### config.mk
export PLATFORM = sky130hd
export DESIGN_NAME = priority_controller_flat
export DESIGN_NICKNAME = d
export VERILOG_FILES = /design/src/rtl/external_controller_request_pkg.sv /design/src/rtl/external_controller_request_link_if.sv /design/src/rtl/priority_controller.sv /design/src/flat_wrapper.sv
export VERILOG_INCLUDE_DIRS = /design/src /design/src/rtl
export SDC_FILE = /design/constraint.sdc
export NUM_CORES = 1
export LEC_CHECK = 0
export BUFFER_PORTS_ARGS = -buffer_cell sky130_fd_sc_hd__buf_4
export CORE_MARGIN = 10
export CORE_UTILIZATION = 41
export DETAILED_ROUTE_END_ITERATION = 10
export PLACE_DENSITY_LB_ADDON = 0.25
export SKIP_CTS_REPAIR_TIMING = 1
export SLEW_MARGIN = 0
export SYNTH_ARGS = -nofsm -noshare
export SYNTH_HDL_FRONTEND = slang
export SYNTH_SLANG_ARGS = --single-unit
### constraint.sdc
create_clock -name aclk -period 4 [get_ports aclk]
set_input_delay 0.6 -clock aclk [delete_from_list [all_inputs] [get_ports aclk]]
set_output_delay 0.6 -clock aclk [all_outputs]
set_load 0.05 [all_outputs]
### src/rtl/external_controller_request_params.svh
// constants shared by both ends of the interrupt entry link
// assumes inclusion by bare name from rtl/
`ifndef EXTERNAL_CONTROLLER_REQUEST_PARAMS_SVH
`define EXTERNAL_CONTROLLER_REQUEST_PARAMS_SVH
// fixed restart vectors
`define VEC_NONMASK     16'h0024
`define VEC_EDGE        16'h003C
`define VEC_LEVEL_HIGH  16'h0034
`define VEC_LEVEL_LOW   16'h002C
// controller answer bytes and commands
`define CALL_OPCODE     8'hCD
`define EOS_CMD         8'h20
`define READ_PEND_CMD   8'h0A
`define READ_INSV_CMD   8'h0B
// set_mask_instruction field positions
`define SMI_MASK_LSB    0
`define SMI_MASK_EN     3
`define SMI_EDGE_CLR    4
// read_mask_instruction field positions
`define RMI_IE          3
`define RMI_PEND_LSB    4
// controller register byte offsets on AXI4-Lite
`define OFS_OPWORD      4'h0
`define OFS_LINE_MASK   4'h4
`define AXI_OKAY        2'h0
`define AXI_SLVERR      2'h2
// reset values; ACK_BYTES is the index of the last acknowledge byte
`define LINE_MASK_RST   8'hFF
`define CPU_MASK_RST    3'h7
`define ACK_BYTES       2'h2
`endif

### src/rtl/external_controller_request_pkg.sv
// types for the interrupt entry link and both of its ends
// assumes external_controller_request_params.svh sits beside it
package external_controller_request_pkg;
  typedef enum logic [1:0] {A_IDLE, A_PUSH, A_STROBE, A_SAMPLE} ack_state_t;

  typedef struct packed {
    logic [3:0]  sync1;
    logic [3:0]  sync2;
    logic [1:0]  last2;
    logic        nmi_pend;
    logic        edge_pend;
    logic        ie;
    logic [2:0]  mask;
    logic        trap_flag;
    logic        trap_ie;
    ack_state_t  st;
    logic [1:0]  nbyte;
    logic        ack_n;
    logic        taken;
    logic [15:0] vector;
    logic        push_pc;
    logic        done;
    logic [7:0]  opcode;
    logic [15:0] target;
    logic [7:0]  rim_data;
  } cpu_state_t;

  typedef struct packed {
    logic [7:0]  sync1;
    logic [7:0]  sync2;
    logic [7:0]  mask;
    logic [7:0]  in_service_reg;
    logic        read_isr;
    logic [1:0]  byte_idx;
    logic [2:0]  line;
    logic [7:0]  data;
    logic        req;
    logic        awready;
    logic        wready;
    logic        aw_hold;
    logic [1:0]  aw_sel;
    logic        w_hold;
    logic [7:0]  wdata;
    logic        bvalid;
    logic [1:0]  bresp;
    logic        arready;
    logic        rvalid;
    logic [31:0] rdata;
    logic [1:0]  rresp;
  } ctrl_state_t;
endpackage

### src/rtl/external_controller_request_link_if.sv
// link between processor entry logic and the priority controller
// assumes both ends share aclk; the bench instantiates it
`timescale 1ns/100ps
interface external_controller_request_link_if;
  logic       request;
  logic       ack_strobe_n;
  logic [7:0] data;
  modport cpu_end  (input request, input data, output ack_strobe_n);
  modport ctrl_end (output request, output data, input ack_strobe_n);
endinterface

### src/rtl/priority_controller.sv
// priority controller end: eight request lines, AXI4-Lite host port
// assumes same aclk as the processor end; lines are asynchronous
//
// Design decisions made here: the address map and the AXI4-Lite interface to the registers.
`timescale 1ns/100ps
`include "external_controller_request_params.svh"
module priority_controller #(
  parameter int LINES  = 8,
  parameter int ADDR_W = 4
) (
  // clock, reset, enable
  input  wire  logic              aclk,
  input  wire  logic              aresetn,
  input  wire  logic              clk_en,
  // request lines and routine placement
  input  wire  logic [LINES-1:0]  request_lines,
  input  wire  logic [15:0]       vector_base,
  input  wire  logic              interval_8,
  // processor link
  external_controller_request_link_if.ctrl_end           link,
  // AXI4-Lite slave
  input  wire  logic [ADDR_W-1:0] awaddr,
  input  wire  logic              awvalid,
  output logic                    awready,
  input  wire  logic [31:0]       wdata,
  input  wire  logic [3:0]        wstrb,
  input  wire  logic              wvalid,
  output logic                    wready,
  output logic [1:0]              bresp,
  output logic                    bvalid,
  input  wire  logic              bready,
  input  wire  logic [ADDR_W-1:0] araddr,
  input  wire  logic              arvalid,
  output logic                    arready,
  output logic [31:0]             rdata,
  output logic [1:0]              rresp,
  output logic                    rvalid,
  input  wire  logic              rready
);
  import external_controller_request_pkg::*;

  // decode looks at the low four address bits
  if (LINES != 8 || ADDR_W < 4) begin : g_check
    $error("priority_controller needs LINES 8 and ADDR_W 4 or more");
  end

  ctrl_state_t s;
  ctrl_state_t n;
  logic [3:0]  req_top;
  logic [3:0]  isr_top;

  // lowest index wins; bit 3 flags that nothing is set
  function automatic logic [3:0] top(input logic [7:0] v);
    top = 4'h8;
    for (int i = 7; i >= 0; i--) begin
      if (v[i]) begin
        top = {1'b0, 3'(i)};
      end
    end
  endfunction

  function automatic logic [1:0] decode(input logic [ADDR_W-1:0] a);
    if (a[3:0] == `OFS_OPWORD) begin
      decode = 2'h0;
    end else if (a[3:0] == `OFS_LINE_MASK) begin
      decode = 2'h1;
    end else begin
      decode = 2'h2;
    end
  endfunction

  //////////////////////////////////////////////////////////////////////
  always_comb begin
    n       = s;
    n.sync1 = request_lines;
    n.sync2 = s.sync1;
    req_top = top(s.sync2 & ~s.mask);
    isr_top = top(s.in_service_reg);

    // write: address and data in either order, response after both
    if (awvalid && s.awready) begin
      n.aw_hold = 1'b1;
      n.aw_sel  = decode(awaddr);
    end
    if (wvalid && s.wready) begin
      n.w_hold = 1'b1;
      n.wdata  = wstrb[0] ? wdata[7:0] : s.wdata;
    end
    if (s.bvalid && bready) begin
      n.bvalid = 1'b0;
    end
    if (s.aw_hold && s.w_hold && !s.bvalid) begin
      n.aw_hold = 1'b0;
      n.w_hold  = 1'b0;
      n.bvalid  = 1'b1;
      n.bresp   = `AXI_OKAY;
      if (s.aw_sel == 2'h0) begin
        if (s.wdata == `EOS_CMD && !isr_top[3]) begin
          n.in_service_reg[isr_top[2:0]] = 1'b0;
        end else if (s.wdata == `READ_PEND_CMD) begin
          n.read_isr = 1'b0;
        end else if (s.wdata == `READ_INSV_CMD) begin
          n.read_isr = 1'b1;
        end
      end else if (s.aw_sel == 2'h1) begin
        n.mask = s.wdata;
      end else begin
        n.bresp = `AXI_SLVERR;
      end
    end
    n.awready = ~n.aw_hold & ~n.bvalid;
    n.wready  = ~n.w_hold & ~n.bvalid;

    // read: one outstanding, answered the cycle after it is taken
    if (s.rvalid && rready) begin
      n.rvalid = 1'b0;
    end
    if (arvalid && s.arready) begin
      n.rvalid = 1'b1;
      n.rresp  = `AXI_OKAY;
      n.rdata  = 32'h0000_0000;
      if (decode(araddr) == 2'h0) begin
        n.rdata[7:0] = s.read_isr ? s.in_service_reg : s.sync2;
      end else if (decode(araddr) == 2'h1) begin
        n.rdata[7:0] = s.mask;
      end else begin
        n.rresp = `AXI_SLVERR;
      end
    end
    n.arready = ~n.rvalid;

    // fully nested: a line requests only above the top in-service one
    n.req = ~req_top[3] & (req_top < isr_top);

    // each strobe low cycle loads the next byte for the processor
    if (!link.ack_strobe_n) begin
      if (s.byte_idx == 2'h0) begin
        n.line           = req_top[3] ? 3'h7 : req_top[2:0];
        n.in_service_reg[n.line]    = 1'b1;
        n.data           = `CALL_OPCODE;
        n.req            = 1'b0;
        n.byte_idx       = 2'h1;
      end else if (s.byte_idx == 2'h1) begin
        // routine placement by interval from vector_base and interval_8
        n.data     = interval_8 ? {vector_base[7:6], s.line, 3'h0}
                                : {vector_base[7:5], s.line, 2'h0};
        n.byte_idx = 2'h2;
      end else begin
        n.data     = vector_base[15:8];
        n.byte_idx = 2'h0;
      end
    end

    if (!clk_en) begin
      n = s;
    end
  end

  //////////////////////////////////////////////////////////////////////
  always_ff @(posedge aclk) begin
    if (!aresetn) begin
      s         <= '0;
      s.mask    <= `LINE_MASK_RST;
      s.awready <= 1'b1;
      s.wready  <= 1'b1;
      s.arready <= 1'b1;
    end else begin
      s <= n;
    end
  end

  assign link.request = s.req;
  assign link.data    = s.data;
  assign awready      = s.awready;
  assign wready       = s.wready;
  assign bvalid       = s.bvalid;
  assign bresp        = s.bresp;
  assign arready      = s.arready;
  assign rvalid       = s.rvalid;
  assign rdata        = s.rdata;
  assign rresp        = s.rresp;
endmodule

### src/flat_wrapper.sv
// flat-port wrapper written by rule: the top's interface ports become plain ports
module priority_controller_flat import external_controller_request_pkg::*;
#(
  parameter int LINES  = 8,
  parameter int ADDR_W = 4
)
  (aclk, aresetn, clk_en, request_lines, vector_base, interval_8, awaddr, awvalid, awready, wdata, wstrb, wvalid, wready, bresp, bvalid, bready, araddr, arvalid, arready, rdata, rresp, rvalid, rready, link_request, link_data, link_ack_strobe_n);
  external_controller_request_link_if link_i ();
  input  wire  logic aclk;
  input  wire  logic aresetn;
  input  wire  logic clk_en;
  input  wire  logic [LINES-1:0] request_lines;
  input  wire  logic [15:0] vector_base;
  input  wire  logic interval_8;
  input  wire  logic [ADDR_W-1:0] awaddr;
  input  wire  logic awvalid;
  output logic awready;
  input  wire  logic [31:0] wdata;
  input  wire  logic [3:0] wstrb;
  input  wire  logic wvalid;
  output logic wready;
  output logic [1:0] bresp;
  output logic bvalid;
  input  wire  logic bready;
  input  wire  logic [ADDR_W-1:0] araddr;
  input  wire  logic arvalid;
  output logic arready;
  output logic [31:0] rdata;
  output logic [1:0] rresp;
  output logic rvalid;
  input  wire  logic rready;
  output wire logic [$bits(link_i.request)-1:0] link_request;
  output wire logic [$bits(link_i.data)-1:0] link_data;
  input wire logic [$bits(link_i.ack_strobe_n)-1:0] link_ack_strobe_n;
  assign link_request = link_i.request;
  assign link_data = link_i.data;
  assign link_i.ack_strobe_n = link_ack_strobe_n;
  priority_controller #(.LINES(LINES), .ADDR_W(ADDR_W)) u_core (.aclk(aclk), .aresetn(aresetn), .clk_en(clk_en), .request_lines(request_lines), .vector_base(vector_base), .interval_8(interval_8), .link(link_i), .awaddr(awaddr), .awvalid(awvalid), .awready(awready), .wdata(wdata), .wstrb(wstrb), .wvalid(wvalid), .wready(wready), .bresp(bresp), .bvalid(bvalid), .bready(bready), .araddr(araddr), .arvalid(arvalid), .arready(arready), .rdata(rdata), .rresp(rresp), .rvalid(rvalid), .rready(rready));
endmodule
==> results of run 1 <==
[critical path, stage by stage]
cell	delay (ns)
buf_4	0.38
nand4b_1	0.29
and4bb_1	0.41
or4b_1	0.47
nand2b_1	0.16
a32o_1	0.25
[through the flow]
step | utilization | hold WS, ns | cell area (sq um) | std cells | power [W]
floorplan | - | 0.441 | 3870 | 459 | 0.00100
global placement | 0.466 | 0.451 | 4120 | 572 | 0.00104
detailed placement | 0.466 | 0.461 | 4120 | 572 | 0.00105
CTS | 0.496 | 0.473 | 4390 | 588 | 0.00181
global route | 0.496 | 0.492 | 4390 | 588 | 0.00188
finish | 0.496 | 0.463 | 4390 | 588 | 0.00179
[kinds of logic after synthesis]
| logic type | count (synthesis) |
|---|---|
| mux | 35 |
| other cells | 1 |
| fa+ha+maj | 3 |
| buf+inv | 76 |
| compound gates | 87 |
| flops | 74 |
| simple gates | 158 |
[cells in the final DEF (no fill, tap or decap), types with 3 or more instances in the layout]
cell	n
a21boi_0	19
a21o_1	3
a21oi_1	6
a22oi_1	10
a31oi_1	3
and2_1	5
buf_4	70
bufinv_16	4
clkbuf_8	9
conb_1	26
dfxtp_1	74
ha_1	3
inv_1	11
mux2i_1	35
nand2_1	64
nand2b_1	12
nand3_1	8
nand3b_1	4
nor2_1	10
nor2b_1	31
nor3_1	7
nor4_1	3
o211a_1	3
o211ai_1	9
o21ai_0	15
o221ai_1	5
[registers in the layout, indices dropped and copies added (netlist names)]
signal,count
u_core.link.request,1
u_core.bvalid,1
u_core.bresp,1
u_core.rdata,8
u_core.rresp,1
u_core.link.data,8
u_core.arready,1
u_core.s,50
u_core.wready,1
u_core.rvalid,1
u_core.awready,1
[final cells by class]
class,instances,share of cell area
Tap cell,108,0.0308
Sequential cell,74,0.338
Multi-Input combinational cell,309,0.442
Timing Repair Buffer,70,0.120
Inverter,11,0.00942
Clock inverter,6,0.0314
Clock buffer,10,0.0291
[layer usage]
metal,up-vias,track usage,wire [um]
met3,10,0.0362,603
met2,95,0.206,4030
met5,-,0,0
met4,0,0.0442,97
met1,1369,0.173,4090
li1,1538,-,-
[where the power goes]
part           switching (W)  internal (W)  total [W]
Combinational       0.000162     0.0000848   0.000246
Clock               0.000280      0.000481   0.000761
Sequential         0.0000222      0.000763   0.000785
Total               0.000464       0.00133    0.00179
[how the worst max path moves through the flow]
stage,startpoint,endpoint,slack [ns],cells after the start
after floorplan,clk_en,u_core.s[74]$_SDFFE_PN0P_,1.79,6
after global placement,clk_en,u_core.s[74]$_SDFFE_PN0P_,1.31,6
after detailed placement,clk_en,u_core.s[74]$_SDFFE_PN0P_,1.31,6
after CTS,clk_en,u_core.s[74]$_SDFFE_PN0P_,1.67,6
after global routing,clk_en,u_core.s[74]$_SDFFE_PN0P_,1.51,6
final,clk_en,u_core.s[74]$_SDFFE_PN0P_,1.66,6
==> flow_metrics.tcl, run 1 <==
set metrics [dict create \
    outcome "complete, no violations" \
    clock_skew_ns 0.00967 \
    synth_compound_area_frac 0.165 \
    hold_class "reg -> reg" \
    slew-limit-headroom 0.491 \
    critPathCaptureType "flip-flop" \
    ys_types 50 \
    root_buffer "clkbuf_8" \
    fin_crit_sh 0.584 \
    grt-ovfl-total 0 \
    grt_pass1_vias 2916 \
    area_growth_pct 16.1 \
    hp-start "u_core.link.request$_SDFFE_PN0P_" \
    ys_seq_area_frac 0.392 \
    drive_above_1_share 0.185 \
    io_pins 128 \
    synth-main-ff-cell "dfxtp_1" \
    cp_max_fo 37 \
    synthMuxAreaShare 0.0928 \
    yosys.area.top_type "dfxtp_1" \
    cts_tree "yes" \
    routed_wl_mm 8.82 \
    wl_per_cell_um 15.0 \
    power_density_nw_per_um2 409 \
    finalSetupTns_ns 0 \
    synth_adder_area_share 0.00994 \
    fill_cells 867 \
    ys_ff_latch 74 \
    synth_top_area_frac 0.392 \
    ant_nets 0 \
    vias 3012 \
    antenna_found_initial 0 \
    rrSetupSlack_ns 1.83 \
    worst_r2r_endpoint "u_core.link.request$_SDFFE_PN0P_" \
    regArea_sq_um 1480 \
    async_reset_ff_frac 0 \
    final_nets 556 \
    start_util 0.427 \
    critPathRequiredTime_ns 4.24 \
    hpwl_mm 6.68 \
    drt_pass1_iterations 5 \
    synth_top_family_by_area "simple AND/OR/NAND/NOR gates" \
    netlist_instances 434 \
    grt_start_max_net_pins 77 \
    critPathLaunchType "input port" \
    rsz0062_at_grt "no" \
    hold_depth 2 \
    arrival_ns 2.57 \
    tightest_slew_ns 0.763 \
    critPathKind "in -> reg" \
    multi_input_area_sq_um 1940 \
    yosys-top-cells-area "dfxtp_1, mux2i_1, buf_4" \
    remaining_drc_errors 0 \
    dieArea_sq_um 13400 \
    ir_worst_vdd_uv 189 \
    synth_most_common_cell "dfxtp_1" \
    worstSkewPairLatency_ns 0.35 \
    clk_path_buf_depth 2 \
    syn_area_sq_um 3780 \
    ys_warn_count 0 \
    period_needed_ns 2.34 \
    vias_per_cell 5.12 \
    synth_edf_count 0 \
    place_ws_ns 1.31 \
    synth_xor_area_frac 0 \
    setup_viol 0 \
    antenna_cells 0 \
    ff2ff_path_depth 7 \
    yosys.area_share.simple 0.220 \
    drtIter0Drc 127 \
    grt_usage 0.132 \
    layout_setup_ws_ns 1.66 \
    cts.sinks 74 \
    r2r-start "u_core.s[76]$_SDFFE_PN1P_" \
    timing.final.hold_violations 0 \
    slew_viol_final 0 \
    io_buffers 69 \
    die_w_um 116 \
    synth_commonest_cells "dfxtp_1, nand2_1, buf_4" \
    die_h_um 116 \
    cts-buffers-inserted 9 \
    grt_pass1_wl_mm 14.5 \
    rows 34 \
    h-tree-depth 3 \
    fmax_mhz 428 \
    gp_congestion 0.865 \
    avgSynthCellArea_sq_um 8.70 \
    power_leakage_nw 1.83 \
    path_clk_slew_ns 0.07 \
    core-area_sq_um 8850 \
    whs_endpoint "u_core.link.request$_SDFFE_PN0P_" \
    maxCapViolations 0 \
]
Note: power is estimated with default switching activity, not from simulation.
==> run 2: changes to the inputs <==
--- a/config.mk
+++ b/config.mk
@@ -6,6 +6,7 @@
 export SDC_FILE = /design/constraint.sdc
 export NUM_CORES = 1
 export LEC_CHECK = 0
+export ABC_AREA = 1
 export BUFFER_PORTS_ARGS = -buffer_cell sky130_fd_sc_hd__buf_4
 export CORE_MARGIN = 10
 export CORE_UTILIZATION = 41
==> constraint.sdc (replaced) <==
create_clock -name aclk -period 2 [get_ports aclk]
set_input_delay 0.3 -clock aclk [delete_from_list [all_inputs] [get_ports aclk]]
set_output_delay 0.3 -clock aclk [all_outputs]
set_load 0.05 [all_outputs]
==> flow_metrics.tcl, run 2 <==
set metrics [dict create \
    hp-start "request_lines[4]" \
    dieArea_sq_um 13200 \
    h-tree-depth 3 \
    synth_top_family_by_area "compound AO/OA/AOI/OAI gates" \
    r2r-start "u_core.s[84]$_SDFFE_PN0P_" \
    outcome "complete, no violations" \
    power_leakage_nw 1.91 \
    synthMuxAreaShare 0 \
    syn_area_sq_um 3680 \
    io_pins 128 \
    ys_seq_area_frac 0.402 \
    whs_endpoint "u_core.s[96]$_SDFFE_PN0P_" \
    pwr-share-comb 0.187 \
    cts.sinks 74 \
    synth-main-ff-cell "dfxtp_1" \
    clockPowerShare 0.313 \
    multi_input_area_sq_um 1730 \
    grt_start_max_net_pins 46 \
    remaining_drc_errors 0 \
    die_h_um 115 \
    tightest_slew_ns 0.620 \
    arrival_ns 2.20 \
    grt-ovfl-total 0 \
    yosys.area.top_type "dfxtp_1" \
    timing.final.hold_violations 0 \
    cp_max_fo 4 \
    switching_share 0.308 \
    routed_wl_mm 9.48 \
    rows 34 \
    antenna_found_initial 0 \
    grt_usage 0.142 \
    clk_path_buf_depth 2 \
    core-area_sq_um 8720 \
    worstSkewPairLatency_ns 0.35 \
    ff2ff_path_depth 14 \
    synth_adder_area_share 0.0102 \
    slew-limit-headroom 0.584 \
    antenna_cells 0 \
    power_density_nw_per_um2 733 \
    die_w_um 115 \
    vias 3311 \
    grt_pass1_vias 3262 \
    ant_nets 0 \
    yosys-top-cells-area "dfxtp_1, buf_4, a21oi_1" \
    ys_types 40 \
    synth_most_common_cell "dfxtp_1" \
    area_growth_pct 17.6 \
    vias_per_cell 4.91 \
    clock_skew_ns 0.00351 \
    cts-buffers-inserted 9 \
    synth_commonest_cells "dfxtp_1, nand2_1, nor2_1" \
    internal_power_w 0.00220 \
    rsz0062_at_grt "yes" \
    synth_top_area_frac 0.402 \
    synth_xor_area_frac 0 \
    setup_viol 0 \
    regMostFlops "u_core.s" \
    drt_pass1_iterations 4 \
    drive_above_1_share 0.244 \
    synth_compound_area_frac 0.215 \
    gp_congestion 0.935 \
    path_clk_slew_ns 0.07 \
    ys_ff_latch 74 \
    critPathCaptureType "flip-flop" \
    critPathKind "reg -> reg" \
    drtIter0Drc 187 \
    ys_warn_count 0 \
    hold_depth 3 \
    layout_common_cells "buf_4, dfxtp_1, nand2_1" \
    fin_crit_sh 0.962 \
    seqPwrFrac 0.501 \
    fill_cells 886 \
    cts_tree "yes" \
    yosys.area_share.simple 0.206 \
    netlist_instances 504 \
    switching_power_w 0.000979 \
    final_nets 644 \
    io_buffers 69 \
    worst_r2r_endpoint "u_core.link.request$_SDFFE_PN0P_" \
    regArea_sq_um 1490 \
    start_util 0.423 \
    finalSetupTns_ns 0 \
    root_buffer "clkbuf_8" \
    rrSetupSlack_ns 0.08 \
    grt_pass1_wl_mm 15.3 \
    final_common_cell "buf_4" \
    critPathLaunchType "flip-flop" \
    placed_cell_area_sq_um 4110 \
    ir_worst_vdd_uv 339 \
    synth_edf_count 0 \
    critPathRequiredTime_ns 2.27 \
    largest_register_ffs 50 \
    slew_viol_final 0 \
    fmax_mhz 520 \
    async_reset_ff_frac 0 \
    hold_class "in -> reg" \
    final_area_sq_um 4330 \
    hpwl_mm 7.22 \
    avgSynthCellArea_sq_um 7.31 \
    wl_per_cell_um 14.1 \
    maxCapViolations 0 \
    period_needed_ns 1.92 \
]
run 2: cell count changes after synthesis, moves of 6 or more:
cell      before  now
a21boi_0      19    0
a21oi_1        6   61
a22oi_1       10    3
clkbuf_1      18    8
inv_1         11   47
mux2i_1       35    0
nand2_1       64   70
nand2b_1      12    0
nor2_1        10   67
nor2b_1       31    0
o21ai_0       15   48
run 2: area by class of cell:
class | count | share of cell area
well taps | 108 | 0.0312
flip-flops and latches | 74 | 0.343
repair buffers | 83 | 0.144
clock inverters | 3 | 0.00404
clock buffers | 11 | 0.0326
multi-input cells | 342 | 0.399
inverters | 53 | 0.0465
run 2: stage by stage:
stage          hold slack [ns]  instances  setup WS, ns   util  power, W
2_1_floorplan            0.435        529         0.190      -   0.00209
3_3_place_gp             0.449        658        0.0714  0.472   0.00220
3_5_place_dp             0.459        658       -0.0339  0.472   0.00221
4_1_cts                  0.163        672       -0.0545  0.490   0.00320
5_1_grt                  0.176        674       -0.0639  0.497   0.00332
6_report                 0.171        674        0.0754  0.497   0.00318
run 2: cell families after synthesis:
logic type | Yosys count
compound gates | 139
simple gates | 174
fa+ha+maj | 3
flops | 74
buf+inv | 113
other cells | 1
run 2: critical path, cell delays in order (launching register included):
cell and delay [ns]:
dfxtp_1 0.31, inv_2 0.08, nor2_2 0.05, inv_1 0.07, nand2_2 0.08, inv_2 0.06, nand2_2 0.05, inv_2 0.06
nand2_2 0.06, nor2_4 0.16, ha_4 0.22, a22o_1 0.24, nor4_2 0.18, nand2_1 0.10, a21oi_2 0.12
run 2: metal layers:
metal | GRT usage | vias to the layer above | routed length (um)
met5 | 0 | - | 0
met4 | 0.0693 | 0 | 209
met3 | 0.0349 | 20 | 550
met2 | 0.230 | 91 | 4510
met1 | 0.171 | 1498 | 4210
li1 | - | 1702 | -
run 2: worst max-delay path by stage:
stage | start | end | slack, ns
3_3_place_gp | u_core.s[84]$_SDFFE_PN0P_ | u_core.link.request$_SDFFE_PN0P_ | 0.07
4_1_cts | u_core.s[84]$_SDFFE_PN0P_ | u_core.link.request$_SDFFE_PN0P_ | -0.05
5_1_grt | u_core.s[84]$_SDFFE_PN0P_ | u_core.link.request$_SDFFE_PN0P_ | -0.06
3_5_place_dp | u_core.s[84]$_SDFFE_PN0P_ | u_core.link.request$_SDFFE_PN0P_ | -0.03
6_report | u_core.s[84]$_SDFFE_PN0P_ | u_core.link.request$_SDFFE_PN0P_ | 0.08
2_1_floorplan | u_core.s[84]$_SDFFE_PN0P_ | u_core.link.request$_SDFFE_PN0P_ | 0.19
run 2: power by group through the flow:
stage               Combinational, W  Sequential [W]  Clock [W]
global route                0.000649         0.00160    0.00107
global placement            0.000581         0.00162          0
CTS                         0.000588         0.00159    0.00103
finish                      0.000593         0.00159   0.000993
floorplan                   0.000449         0.00164          0
detailed placement          0.000586         0.00162          0
